## config.mk

```make
export PLATFORM = sky130hd
export DESIGN_NAME = phy_basic_control_status_regs
export DESIGN_NICKNAME = d
export VERILOG_FILES = /design/src/phy_regs_pkg.sv /design/src/sticky_if.sv /design/src/bit_sync.sv /design/src/sticky_bank.sv /design/src/phy_basic_control_status_regs.sv
export VERILOG_INCLUDE_DIRS = /design/src
export SDC_FILE = /design/constraint.sdc
export NUM_CORES = 1
export LEC_CHECK = 0
export ABC_CLOCK_PERIOD_IN_PS = 2400
export BUFFER_PORTS_ARGS = -buffer_cell sky130_fd_sc_hd__buf_4
export CAP_MARGIN = 20
export CORE_AREA = 3 3 67 69
export CTS_CLUSTER_SIZE = 40
export DETAILED_ROUTE_END_ITERATION = 16
export DIE_AREA = 0 0 70 72
export PLACE_DENSITY = 0.78
export SLEW_MARGIN = 40
export SYNTH_ARGS = -nofsm -noshare
export SYNTH_HDL_FRONTEND = slang
export SYNTH_HIERARCHICAL = 1
export SYNTH_SLANG_ARGS = --single-unit
```

## constraint.sdc

```tcl
create_clock -name i_clock -period 2.4 [get_ports i_clock]
set_input_delay 0.12 -clock i_clock [delete_from_list [all_inputs] [get_ports i_clock]]
set_output_delay 0.12 -clock i_clock [all_outputs]
set_load 0.02 [all_outputs]
```

## src/phy_regs_consts.svh

```systemverilog
// offsets, field positions, reset values and counts of the phy register bank
`ifndef PHY_REGS_CONSTS_SVH
`define PHY_REGS_CONSTS_SVH
// register indices; byte address is four times the index
`define CTRL_IDX 10'h000
`define STAT_IDX 10'h001
`define EXT_IDX 10'h00f
// control register field positions
`define SPD_LSB_BIT 13
`define DUPLEX_BIT 8
`define COLLISION_TEST_ENABLE_BIT 7
`define SPD_MSB_BIT 6
`define ONE_WAY_BIT 5
// status register field positions
`define ST_FOUR_PAIR 15
`define ST_TX100_FULL 14
`define ST_TX100_HALF 13
`define ST_T10_FULL 12
`define ST_T10_HALF 11
`define ST_TWO_PAIR_FULL 10
`define ST_TWO_PAIR_HALF 9
`define ST_EXT_STATUS 8
`define ST_ONE_WAY 7
`define ST_PREAMBLE_SKIP 6
`define ST_NEG_DONE 5
`define ST_FAR_FAULT 4
`define ST_NEG_ABLE 3
`define ST_LINK_UP 2
`define ST_BABBLE 1
`define ST_EXT_REGS 0
// reset values
`define STAT_RESET 16'h7949
`define CTRL_RESET 16'h0000
// sticky latch slots
`define LAT_N 3
`define LAT_FAULT 0
`define LAT_BABBLE 1
`define LAT_LOST 2
// strap capture: synchroniser fill count and saturated value
`define STRAP_SYNC_CNT 2'd2
`define STRAP_DONE 2'd3
`endif

```

## src/phy_regs_pkg.sv

```systemverilog
// types shared by the phy register bank
package phy_regs_pkg;
    typedef enum logic [1:0] {
        SPEED_10 = 2'b00,
        SPEED_100 = 2'b01,
        SPEED_RSV_A = 2'b10,
        SPEED_RSV_B = 2'b11
    } speed_t;
    typedef enum logic [1:0] {
        SEL_CTRL = 2'b00,
        SEL_STAT = 2'b01,
        SEL_EXT = 2'b10,
        SEL_NONE = 2'b11
    } reg_sel_t;
    typedef enum logic {
        ST_IDLE = 1'b0,
        ST_ACCESS = 1'b1
    } bus_state_t;
endpackage : phy_regs_pkg

```

## src/sticky_if.sv

```systemverilog
// carrier between the register bank and its sticky status latches
interface sticky_if #(parameter int N = 3);
    logic [N-1:0] event_lvl;
    logic [N-1:0] clear_mask;
    logic [N-1:0] held;
    modport owner(input event_lvl, input clear_mask, output held);
    modport user(output event_lvl, output clear_mask, input held);
endinterface : sticky_if

```

## src/bit_sync.sv

```systemverilog
// two flip-flop synchroniser for pin levels
module bit_sync #(
    parameter int W = 1
) (
    input wire logic i_clock, // system clock
    input wire logic i_sys_rst, // synchronous reset, high
    input wire logic [W-1:0] i_async, // pin levels
    output logic [W-1:0] o_sync // synchronised levels
);
    logic [W-1:0] stage1_q;
    logic [W-1:0] stage2_q;

    // first stage is read only by the second
    always_ff @(posedge i_clock) begin
        if (i_sys_rst) begin
            stage1_q <= '0;
            stage2_q <= '0;
        end else begin
            stage1_q <= i_async;
            stage2_q <= stage1_q;
        end
    end

    assign o_sync = stage2_q;
endmodule : bit_sync

```

## src/sticky_bank.sv

```systemverilog
// set-dominant sticky latches cleared by a masked read
module sticky_bank #(
    parameter int N = 3
) (
    input wire logic i_clock, // system clock
    input wire logic i_sys_rst, // synchronous reset, high
    sticky_if.owner bus // events, clear mask, held bits
);

    for (genvar g = 0; g < N; g++) begin : g_lat
        logic bit_q;
        // an event in the clearing cycle wins
        always_ff @(posedge i_clock) begin
            if (i_sys_rst) begin
                bit_q <= 1'b0;
            end else if (bus.event_lvl[g]) begin
                bit_q <= 1'b1;
            end else if (bus.clear_mask[g]) begin
                bit_q <= 1'b0;
            end
        end
        assign bus.held[g] = bit_q;

    end
endmodule : sticky_bank

```

## src/phy_basic_control_status_regs.sv

```systemverilog
// apb register bank: basic control and basic status of a 10/100 phy
//
// The implementer's own choice: the APB interface to the registers.
`include "phy_regs_consts.svh"
module phy_basic_control_status_regs
    import phy_regs_pkg::*;
#(
    // arbitrary content of the extended status word
    parameter logic [15:0] EXT_STATUS_VALUE = 16'h0000
) (
    input wire logic i_clock, // 50 mhz system clock
    input wire logic i_sys_rst, // synchronous reset, high
    input wire logic i_psel, // apb select
    input wire logic i_penable, // apb access phase
    input wire logic i_pwrite, // apb direction, high write
    input wire logic [11:0] i_paddr, // apb byte address
    input wire logic [31:0] i_pwdata, // apb write data
    input wire logic [3:0] i_pstrb, // apb byte strobes
    output logic [31:0] o_prdata, // apb read data
    output logic o_pready, // apb ready
    output logic o_pslverr, // apb error, unmapped address
    input wire logic i_link_up, // link valid level from pma
    input wire logic i_far_fault, // remote fault level
    input wire logic i_babble, // jabber condition level
    input wire logic i_neg_done, // negotiation complete level
    input wire logic i_speed_low_strap, // speed low default pin
    output logic o_duplex_select, // high for full duplex
    output logic o_collision_test_enable, // collision test on
    output logic [1:0] o_speed_code, // {high, low} speed code
    output logic o_speed_100, // code selects 100 mbps
    output logic o_speed_reserved, // code is a reserved value
    output logic o_tx_allowed // transmit path may run
);
    // synchronised pin levels
    logic [4:0] pins_s;
    logic link_now;
    logic fault_now;
    logic babble_now;
    logic neg_now;
    logic strap_now;

    // control fields
    logic duplex_q;
    logic collision_test_enable_q;
    logic spd_msb_q;
    logic spd_lsb_q;
    logic [1:0] strap_cnt_q;
    logic take_strap;

    // bus side state
    bus_state_t st_q;
    reg_sel_t sel_q;
    logic [31:0] prdata_q;
    logic err_q;
    logic [`LAT_N-1:0] snap_q;
    logic done;
    logic wr_ctrl;
    logic rd_stat;
    reg_sel_t sel_now;
    logic [15:0] stat_value;
    logic [15:0] ctrl_value;

    // registered outputs
    logic tx_allowed_q;
    logic speed_100_q;
    logic speed_rsv_q;

    sticky_if #(.N(`LAT_N)) lat_bus();

    // every pin passes two flip-flops before use
    bit_sync #(.W(5)) pin_sync (
        .i_clock(i_clock),
        .i_sys_rst(i_sys_rst),
        .i_async({i_speed_low_strap, i_neg_done, i_babble, i_far_fault,
                  i_link_up}),
        .o_sync(pins_s)
    );

    assign link_now = pins_s[0];
    assign fault_now = pins_s[1];
    assign babble_now = pins_s[2];
    assign neg_now = pins_s[3];
    assign strap_now = pins_s[4];

    // sticky latches for fault, babble and link loss
    sticky_bank #(.N(`LAT_N)) latches (
        .i_clock(i_clock),
        .i_sys_rst(i_sys_rst),
        .bus(lat_bus.owner)
    );

    // latch events; loss of link latches the low state
    assign lat_bus.event_lvl[`LAT_FAULT] = fault_now;
    assign lat_bus.event_lvl[`LAT_BABBLE] = babble_now;
    assign lat_bus.event_lvl[`LAT_LOST] = ~link_now;
    // a status read clears only what it reported
    assign lat_bus.clear_mask = rd_stat ? snap_q : '0;

    // address decode: aligned word, upper index bits zero
    function automatic reg_sel_t decode_addr(input logic [11:0] a);
        if (a[1:0] != 2'b00) begin
            return SEL_NONE;
        end else if (a[11:2] == `CTRL_IDX) begin
            return SEL_CTRL;
        end else if (a[11:2] == `STAT_IDX) begin
            return SEL_STAT;
        end else if (a[11:2] == `EXT_IDX) begin
            return SEL_EXT;
        end else begin
            return SEL_NONE;
        end
    endfunction : decode_addr

    // status word from fixed abilities and live state
    always_comb begin
        stat_value = '0;
        stat_value[`ST_FOUR_PAIR] = 1'b0;
        stat_value[`ST_TX100_FULL] = 1'b1;
        stat_value[`ST_TX100_HALF] = 1'b1;
        stat_value[`ST_T10_FULL] = 1'b1;
        stat_value[`ST_T10_HALF] = 1'b1;
        stat_value[`ST_TWO_PAIR_FULL] = 1'b0;
        stat_value[`ST_TWO_PAIR_HALF] = 1'b0;
        stat_value[`ST_EXT_STATUS] = 1'b1;
        stat_value[`ST_ONE_WAY] = 1'b0;
        stat_value[`ST_PREAMBLE_SKIP] = 1'b1;
        stat_value[`ST_NEG_DONE] = neg_now;
        stat_value[`ST_FAR_FAULT] = lat_bus.held[`LAT_FAULT];
        stat_value[`ST_NEG_ABLE] = 1'b1;
        stat_value[`ST_LINK_UP] = link_now
            & ~lat_bus.held[`LAT_LOST];
        stat_value[`ST_BABBLE] = lat_bus.held[`LAT_BABBLE];
        stat_value[`ST_EXT_REGS] = 1'b1;
    end

    // control word; unheld bits read zero
    always_comb begin
        ctrl_value = `CTRL_RESET;
        ctrl_value[`SPD_LSB_BIT] = spd_lsb_q;
        ctrl_value[`DUPLEX_BIT] = duplex_q;
        ctrl_value[`COLLISION_TEST_ENABLE_BIT] = collision_test_enable_q;
        ctrl_value[`SPD_MSB_BIT] = spd_msb_q;
        ctrl_value[`ONE_WAY_BIT] = 1'b0;
    end

    assign sel_now = decode_addr(i_paddr);

    // apb phase tracking: setup captures, access completes
    always_ff @(posedge i_clock) begin
        if (i_sys_rst) begin
            st_q <= ST_IDLE;
        end else begin
            case (st_q)
                ST_IDLE: begin
                    if (i_psel) begin
                        st_q <= ST_ACCESS;
                    end
                end
                ST_ACCESS: begin
                    if (i_psel && i_penable) begin
                        st_q <= ST_IDLE;
                    end
                end
                default: begin
                    st_q <= ST_IDLE;
                end
            endcase
        end
    end

    // setup cycle: decode, read value and latch snapshot
    always_ff @(posedge i_clock) begin
        if (i_sys_rst) begin
            sel_q <= SEL_NONE;
            err_q <= 1'b0;
            prdata_q <= '0;
            snap_q <= '0;
        end else if (st_q == ST_IDLE && i_psel) begin
            sel_q <= sel_now;
            err_q <= (sel_now == SEL_NONE);
            snap_q <= lat_bus.held;
            if (i_pwrite || sel_now == SEL_NONE) begin
                prdata_q <= '0;
            end else if (sel_now == SEL_CTRL) begin
                prdata_q <= {16'h0000, ctrl_value};
            end else if (sel_now == SEL_STAT) begin
                prdata_q <= {16'h0000, stat_value};
            end else begin
                prdata_q <= {16'h0000, EXT_STATUS_VALUE};
            end
        end
    end

    // access phase ends in its first cycle
    assign done = (st_q == ST_ACCESS) && i_psel && i_penable;
    assign wr_ctrl = done && i_pwrite && !err_q && sel_q == SEL_CTRL;
    assign rd_stat = done && !i_pwrite && !err_q && sel_q == SEL_STAT;
    assign o_pready = done;
    assign o_pslverr = done && err_q;
    assign o_prdata = prdata_q;

    // strap sampled once the synchroniser has filled
    always_ff @(posedge i_clock) begin
        if (i_sys_rst) begin
            strap_cnt_q <= 2'd0;
        end else if (strap_cnt_q != `STRAP_DONE) begin
            strap_cnt_q <= strap_cnt_q + 2'd1;
        end
    end
    assign take_strap = (strap_cnt_q == `STRAP_SYNC_CNT);

    // speed low bit: write wins over the strap load
    always_ff @(posedge i_clock) begin
        if (i_sys_rst) begin
            spd_lsb_q <= 1'b0;
        end else if (wr_ctrl && i_pstrb[1]) begin
            spd_lsb_q <= i_pwdata[`SPD_LSB_BIT];
        end else if (take_strap) begin
            spd_lsb_q <= strap_now;
        end
    end

    // duplex, collision test, speed high bit
    always_ff @(posedge i_clock) begin
        if (i_sys_rst) begin
            duplex_q <= 1'b0;
            collision_test_enable_q <= 1'b0;
            spd_msb_q <= 1'b0;
        end else if (wr_ctrl) begin
            if (i_pstrb[1]) begin
                duplex_q <= i_pwdata[`DUPLEX_BIT];
            end
            if (i_pstrb[0]) begin
                collision_test_enable_q <= i_pwdata[`COLLISION_TEST_ENABLE_BIT];
                spd_msb_q <= i_pwdata[`SPD_MSB_BIT];
            end
        end
    end

    // speed decode and transmit gate
    always_ff @(posedge i_clock) begin
        if (i_sys_rst) begin
            speed_100_q <= 1'b0;
            speed_rsv_q <= 1'b0;
            tx_allowed_q <= 1'b0;
        end else begin
            speed_100_q <= ({spd_msb_q, spd_lsb_q}
                == SPEED_100);
            speed_rsv_q <= spd_msb_q;
            tx_allowed_q <= link_now;
        end
    end

    assign o_duplex_select = duplex_q;
    assign o_collision_test_enable = collision_test_enable_q;
    assign o_speed_code = {spd_msb_q, spd_lsb_q};
    assign o_speed_100 = speed_100_q;
    assign o_speed_reserved = speed_rsv_q;
    assign o_tx_allowed = tx_allowed_q;
endmodule : phy_basic_control_status_regs

```

==> metrics.csv, run 1 <==
stage,metric,value,unit
logic_synthesis,ys.warnings.count,6,
timing,fin_skew,5.34,ps
pwr,power_density,598,nW/um2
critical_path,r2r_cells,3,
logic_synthesis,synthTopCellsByArea,"dfxtp_1 (45%), buf_4 (13%), nor2b_1 (4.5%)",
pwr,ir_worst_vdd,0.282,mV
clock_network,cts_inserted_buffers,5,
global_routing,track_usage,13.6,%
placement,place_hpwl,2.54,mm
logic_synthesis,yosys.area.top_type_share,45.4,%
global_routing,gr-total-overflow,0,
critical_path,r2r_start,st_q,
pwr,p_leak,0.891,nW
critical_path,worst_path_largest_cell_delay,590,ps
detailed_routing,first_iter_violations,79,
global_routing,grt_pass1_vias,1141,
logic_synthesis,ys_seq_area_share,45.4,%
critical_path,cp-start-kind,flip-flop,
critical_path,crit_path_end,o_prdata[13],
placement,place_congestion,0.765,
detailed_routing,wire_per_inst,12.6,um
placement,post-place-ws,655,ps
placement,port_buffers,49,
final_layout,syn_to_final_growth,20.9,%
floorplanning,die_area,5040,um2
critical_path,cp.arrival,1970,ps
logic_synthesis,avgSynthCellArea,9.47,um2
clock_network,post-cts-setup-buffers,0,
floorplanning,start_util,42.2,%
critical_path,crit_buf_inv,0,
timing,fin_crit_sh,73.0,%
critical_path,cp_num_cells,3,
final_layout,n_fill_cell,364,
timing,tns,0,ps
critical_path,worstPathRequired,2620,ps
clock_network,cts_root_buf,clkbuf_8,
logic_synthesis,synthArstFlopShare,0,%
floorplanning,num_rows,23,
logic_synthesis,syn-cell-area,1680,um2
global_routing,grt.met1_usage,16.3,%
clock_network,clk_pin_slew,70,ps
clock_network,cts_tree,done,
clock_network,cts_resized,0,
timing,rsz0062_at_grt,no,
critical_path,rr_endpoint,o_prdata[13],
global_routing,top_usage_layer,met2,
critical_path,path_cells,or4b_1 -> or4_4 -> o2bb2ai_1,
detailed_routing,dr_total_vias,1312,
logic_synthesis,synth-edff-count,0,
clock_network,clk-insertion-delay-late,280,ps
floorplanning,core-area,3970,um2
critical_path,critical_path.slowest_cell,or4_4,
critical_path,r2r_setup_slack,650,ps
timing,finalSetupViolations,0,
timing,layout_setup_ws,649,ps
critical_path,crit_path_start,st_q,
status,status,completed,
floorplanning,dieHeight,72,um
timing,drv_slew,0,
timing,finalCriticalPeriod,1750,ps
global_routing,grt_pass1_wl,5.31,mm
timing,fmax,571,MHz
global_routing,grt_max_degree,31,
timing,hold_viol_final,0,
final_layout,final_common_cell,buf_4,
detailed_routing,dr.pass1.iters,4,
final_layout,multi_input_area,716,um2
clock_network,cts_hold_buf,0,
floorplanning,dieWidth,70,um
clock_network,clock_path_buffers,2,
final_layout,diodes,0,
clock_network,clock-sinks,38,
run,cap_violations,0,
hold_path,hp-start,i_babble,
global_routing,use_met2,21.5,%
detailed_routing,drc,0,
logic_synthesis,ys.flop_type,dfxtp_1,
final_layout,num-nets-final,279,
final_layout,final_cell_mix,"buf_4 (51), dfxtp_1 (38), conb_1 (19)",
final_layout,layout-drive-gt1-share,27.9,%
clock_network,h-tree-depth,2,
timing,slew_headroom,63.3,%
hold_path,hold_path.class,input pin to flip-flop,
logic_synthesis,ys_types,40,
logic_synthesis,synthCells,177,
global_routing,antenna_found_initial,0,
critical_path,critPathKind,flip-flop to flip-flop,
floorplanning,io_pins,99,
final_layout,regArea,761,um2
logic_synthesis,ys_seq_elements,38,
critical_path,crit_path_end_kind,flip-flop,
detailed_routing,finalWirelength,3.39,mm
global_routing,met3_usage,4.85,%
logic_synthesis,yosysTopAreaCell,dfxtp_1,
timing,tightestPinTransition,549,ps
critical_path,path_max_fanout,8,
critical_path,cpLargestDelayFamily,simple AND/OR/NAND/NOR gates,
detailed_routing,avgViaCountPerCell,4.88,
timing,holdWs,42.0,ps
detailed_routing,ant_nets,0,
-- worst register-to-register path: cells and delay by family, from the launching register on --
family	cells	cell delay [ps]
AOI/OAI and AO/OA	1	160
DFF	1	350
and+or+nand+nor	2	1180
-- registers in the layout (all words and copies together) (netlist names) --
name	count
latches/g_lat.bit_q	3
pin_sync/stage1_q	5
st_q	1
o_tx_allowed	1
strap_cnt_q	2
sel_q	2
o_speed_100	1
snap_q	3
o_speed_reserved	1
spd_msb_q	1
o_prdata	9
pin_sync/o_sync	5
o_collision_test_enable	1
err_q	1
o_duplex_select	1
spd_lsb_q	1
-- power by group --
part	internal, mW	switching, mW	total (mW)	leakage, nW
registers	0.655	0.0154	0.670	0.310
logic	0.0626	0.0815	0.144	0.537
clock network	0.195	0.204	0.399	0.0438
-- stage by stage --
| stage | instances | power, mW | instance area (um2) | util, % |
|---|---|---|---|---|
| 6_report | 269 | 1.21 | 2030 | 51.0 |
| 5_1_grt | 269 | 1.27 | 2030 | 51.0 |
| 4_1_cts | 269 | 1.23 | 2030 | 51.0 |
| 3_5_place_dp | 262 | 0.829 | 1950 | 49.1 |
| 3_3_place_gp | 262 | 0.825 | 1950 | 49.1 |
| 2_1_floorplan | 195 | 0.797 | 1740 | - |
-- worst min path at each step --
stage	slack, ps	to	cells past startpoint
after floorplan	190	latches/g_lat[0].bit_q	1
after global placement	330	pin_sync/stage1_q[4]	2
after detailed placement	340	pin_sync/stage1_q[2]	2
after CTS	30	pin_sync/stage1_q[2]	2
after global routing	40	pin_sync/stage1_q[2]	2
final	40	pin_sync/stage1_q[2]	2
-- cell type report --
type	count	share of cell area (%)
Timing Repair Buffer	51	18.9
Clock buffer	5	3.40
Clock inverter	2	0.494
Tap cell	50	3.09
Sequential cell	38	37.5
Inverter	7	1.30
Multi-Input combinational cell	116	35.3
-- cell usage after synthesis, types with 2 or more instances --
| library cell | number |
|---|---|
| a2111oi_0 | 4 |
| and2_1 | 4 |
| clkbuf_1 | 4 |
| nand2b_1 | 3 |
| o21ai_0 | 6 |
| nand3_1 | 5 |
| nand4_1 | 3 |
| inv_1 | 7 |
| nor2b_1 | 12 |
| ha_1 | 2 |
| buf_4 | 28 |
| mux2i_1 | 4 |
| nor4_1 | 2 |
| o2bb2ai_1 | 7 |
| nor3_1 | 2 |
| a21oi_1 | 8 |
| or3_1 | 2 |
| or4_1 | 3 |
| dfxtp_1 | 38 |
| nor2_1 | 13 |
-- cells by family after synthesis --
family,share of synthesized area (%)
flip-flops,45.4
adder cells (fa/ha/maj),1.49
other,0.224
buffers and inverters,16.0
AND/OR/NAND/NOR,21.9
XOR/XNOR,0.522
multiplexers,2.39
AO/OA/AOI/OAI,12.1
-- layer usage --
layer,vias to the layer above,part of all wire (%)
met4,0,2.1
li1,651,-
met5,-,0
met2,46,47
met1,608,43
met3,7,8.2
No activity file was read; power rests on OpenSTA's default activity.
==> inputs of run 2 (changes only) <==
- ABC_CLOCK_PERIOD_IN_PS: 2400 -> 1500
- CORE_AREA: 3 3 67 69 -> 3 3 70 72
- DIE_AREA: 0 0 70 72 -> 0 0 73 75
- PLACE_DENSITY: 0.78 -> 0.75
- clock period: 2.4 -> 1.5 ns (I/O delays scaled with it)
==> metrics.csv, run 2 (synthesis gave the netlist of run 1 again) <==
stage,metric,value,unit
timing,drv_slew,0,
detailed_routing,avgViaCountPerCell,4.70,
placement,dp.cells,273,
final_layout,num-nets-final,292,
global_routing,grt_max_degree,31,
detailed_routing,drc,0,
detailed_routing,finalWirelength,3.46,mm
clock_network,clk_pin_slew,70,ps
clock_network,clk-insertion-delay-late,270,ps
global_routing,grt_pass1_wl,5.15,mm
detailed_routing,ant_nets,0,
clock_network,cts_tree,done,
timing,rsz0062_at_grt,yes,
critical_path,path_max_fanout,8,
global_routing,track_usage,12.2,%
timing,fin_crit_sh,105,%
global_routing,top_usage_layer,met2,
clock_network,clock_path_buffers,2,
final_layout,finalInstanceArea,2170,um2
floorplanning,die_area,5480,um2
detailed_routing,dr_total_vias,1334,
floorplanning,num_rows,24,
critical_path,critPathKind,flip-flop to flip-flop,
global_routing,grt.met1_usage,15.2,%
detailed_routing,wire_per_inst,12.2,um
placement,place_hpwl,2.56,mm
timing,fmax,633,MHz
global_routing,gr-total-overflow,0,
global_routing,use_met2,20.0,%
floorplanning,dieHeight,75,um
critical_path,worstPathRequired,1710,ps
floorplanning,start_util,38.5,%
pwr,power_density,902,nW/um2
final_layout,largest_reg_flops,9,
pwr,ir_worst_vdd,0.488,mV
critical_path,cp-start-kind,flip-flop,
timing,fin_skew,4.26,ps
global_routing,met3_usage,3.74,%
final_layout,layout-drive-gt1-share,33.6,%
detailed_routing,first_iter_violations,58,
status,status,"complete, but fails checks",
placement,place_congestion,0.733,
final_layout,regArea,762,um2
final_layout,finalNonFillerCells,284,
critical_path,cp.arrival,1790,ps
pwr,p_leak,0.960,nW
clock_network,h-tree-depth,2,
status,violations,negative setup slack,
final_layout,multi_input_area,751,um2
final_layout,final_common_cell,buf_4,
timing,slew_headroom,62.2,%
final_layout,syn_to_final_growth,29.5,%
floorplanning,core-area,4350,um2
clock_network,cts_root_buf,clkbuf_8,
run,cap_violations,0,
critical_path,crit_path_end_kind,flip-flop,
timing,finalCriticalPeriod,1580,ps
global_routing,grt_pass1_vias,1141,
timing,hold_viol_final,0,
clock_network,clock-sinks,38,
final_layout,n_fill_cell,418,
floorplanning,io_pins,99,
final_layout,final_core_util,49.9,%
final_layout,final_cell_mix,"buf_4 (61), dfxtp_1 (37), conb_1 (19)",
placement,port_buffers,49,
floorplanning,dieWidth,73,um
clock_network,cts_inserted_buffers,5,
global_routing,antenna_found_initial,0,
timing,tightestPinTransition,553,ps
placement,place_area,2030,um2
pwr,power,1.96,mW
final_layout,diodes,0,
detailed_routing,dr.pass1.iters,4,
timing,finalSetupViolations,8,
hold_path,hold_path.class,input pin to flip-flop,
timing,layout_setup_ws,-79.3,ps
[run 2: worst paths after layout]
path	from	cells after the start	endpoint	slack, ps
setup / recovery	st_q	3	o_prdata[5]	-80
hold / removal	i_neg_done	2	pin_sync/stage1_q[3]	8
setup reg to reg	st_q	3	o_prdata[5]	-80
hold reg to reg	pin_sync/o_sync[2]	2	latches/g_lat[1].bit_q	430
[run 2: timing repair]
| action | 4_1_cts | 5_1_grt |
|---|---|---|
| endpoints found under the hold margin | 3 | 0 |
| setup endpoints to repair | 8 | 9 |
| setup buffers | 0 | 1 |
| resized for setup | 0 | 5 |
| hold buffers | 3 | 0 |
| pin swaps | 0 | 1 |
| cloned | 0 | 0 |
[run 2: report_power, final]
part | switching, mW | internal [mW] | leakage (nW) | total [mW]
Clock | 0.318 | 0.311 | 0.0438 | 0.630
Combinational | 0.139 | 0.120 | 0.605 | 0.259
Sequential | 0.0217 | 1.05 | 0.311 | 1.07
Total | 0.479 | 1.48 | 0.960 | 1.96
[run 2: worst max-delay path: stages (launching register included)]
cell and delay (ps):
dfxtp_2 320, or4b_4 530, or4_4 510, o2bb2ai_1 150
[run 2: through the flow]
stage	TNS [ps]	hold slack (ps)	setup slack (ps)
6_report	-542	7.71	-79.3
5_1_grt	-978	9.45	-151
4_1_cts	-490	1.37	-84.4
3_5_place_dp	-985	290	-132
3_3_place_gp	-657	285	-111
2_1_floorplan	-624	144	-79.8
[run 2: final cells by class]
type / instances / area share [%]
well taps: 52 / 3.00
flip-flops and latches: 38 / 35.1
repair buffers: 64 / 22.5
multi-input cells: 116 / 34.6
clock buffers: 5 / 3.17
inverters: 7 / 1.21
clock inverters: 2 / 0.461
[run 2: per-layer routing]
layer	share of wire [%]	wire (um)
met5	0	0
met1	44	1540
met4	0.46	16
met3	7.8	270
met2	47	1640
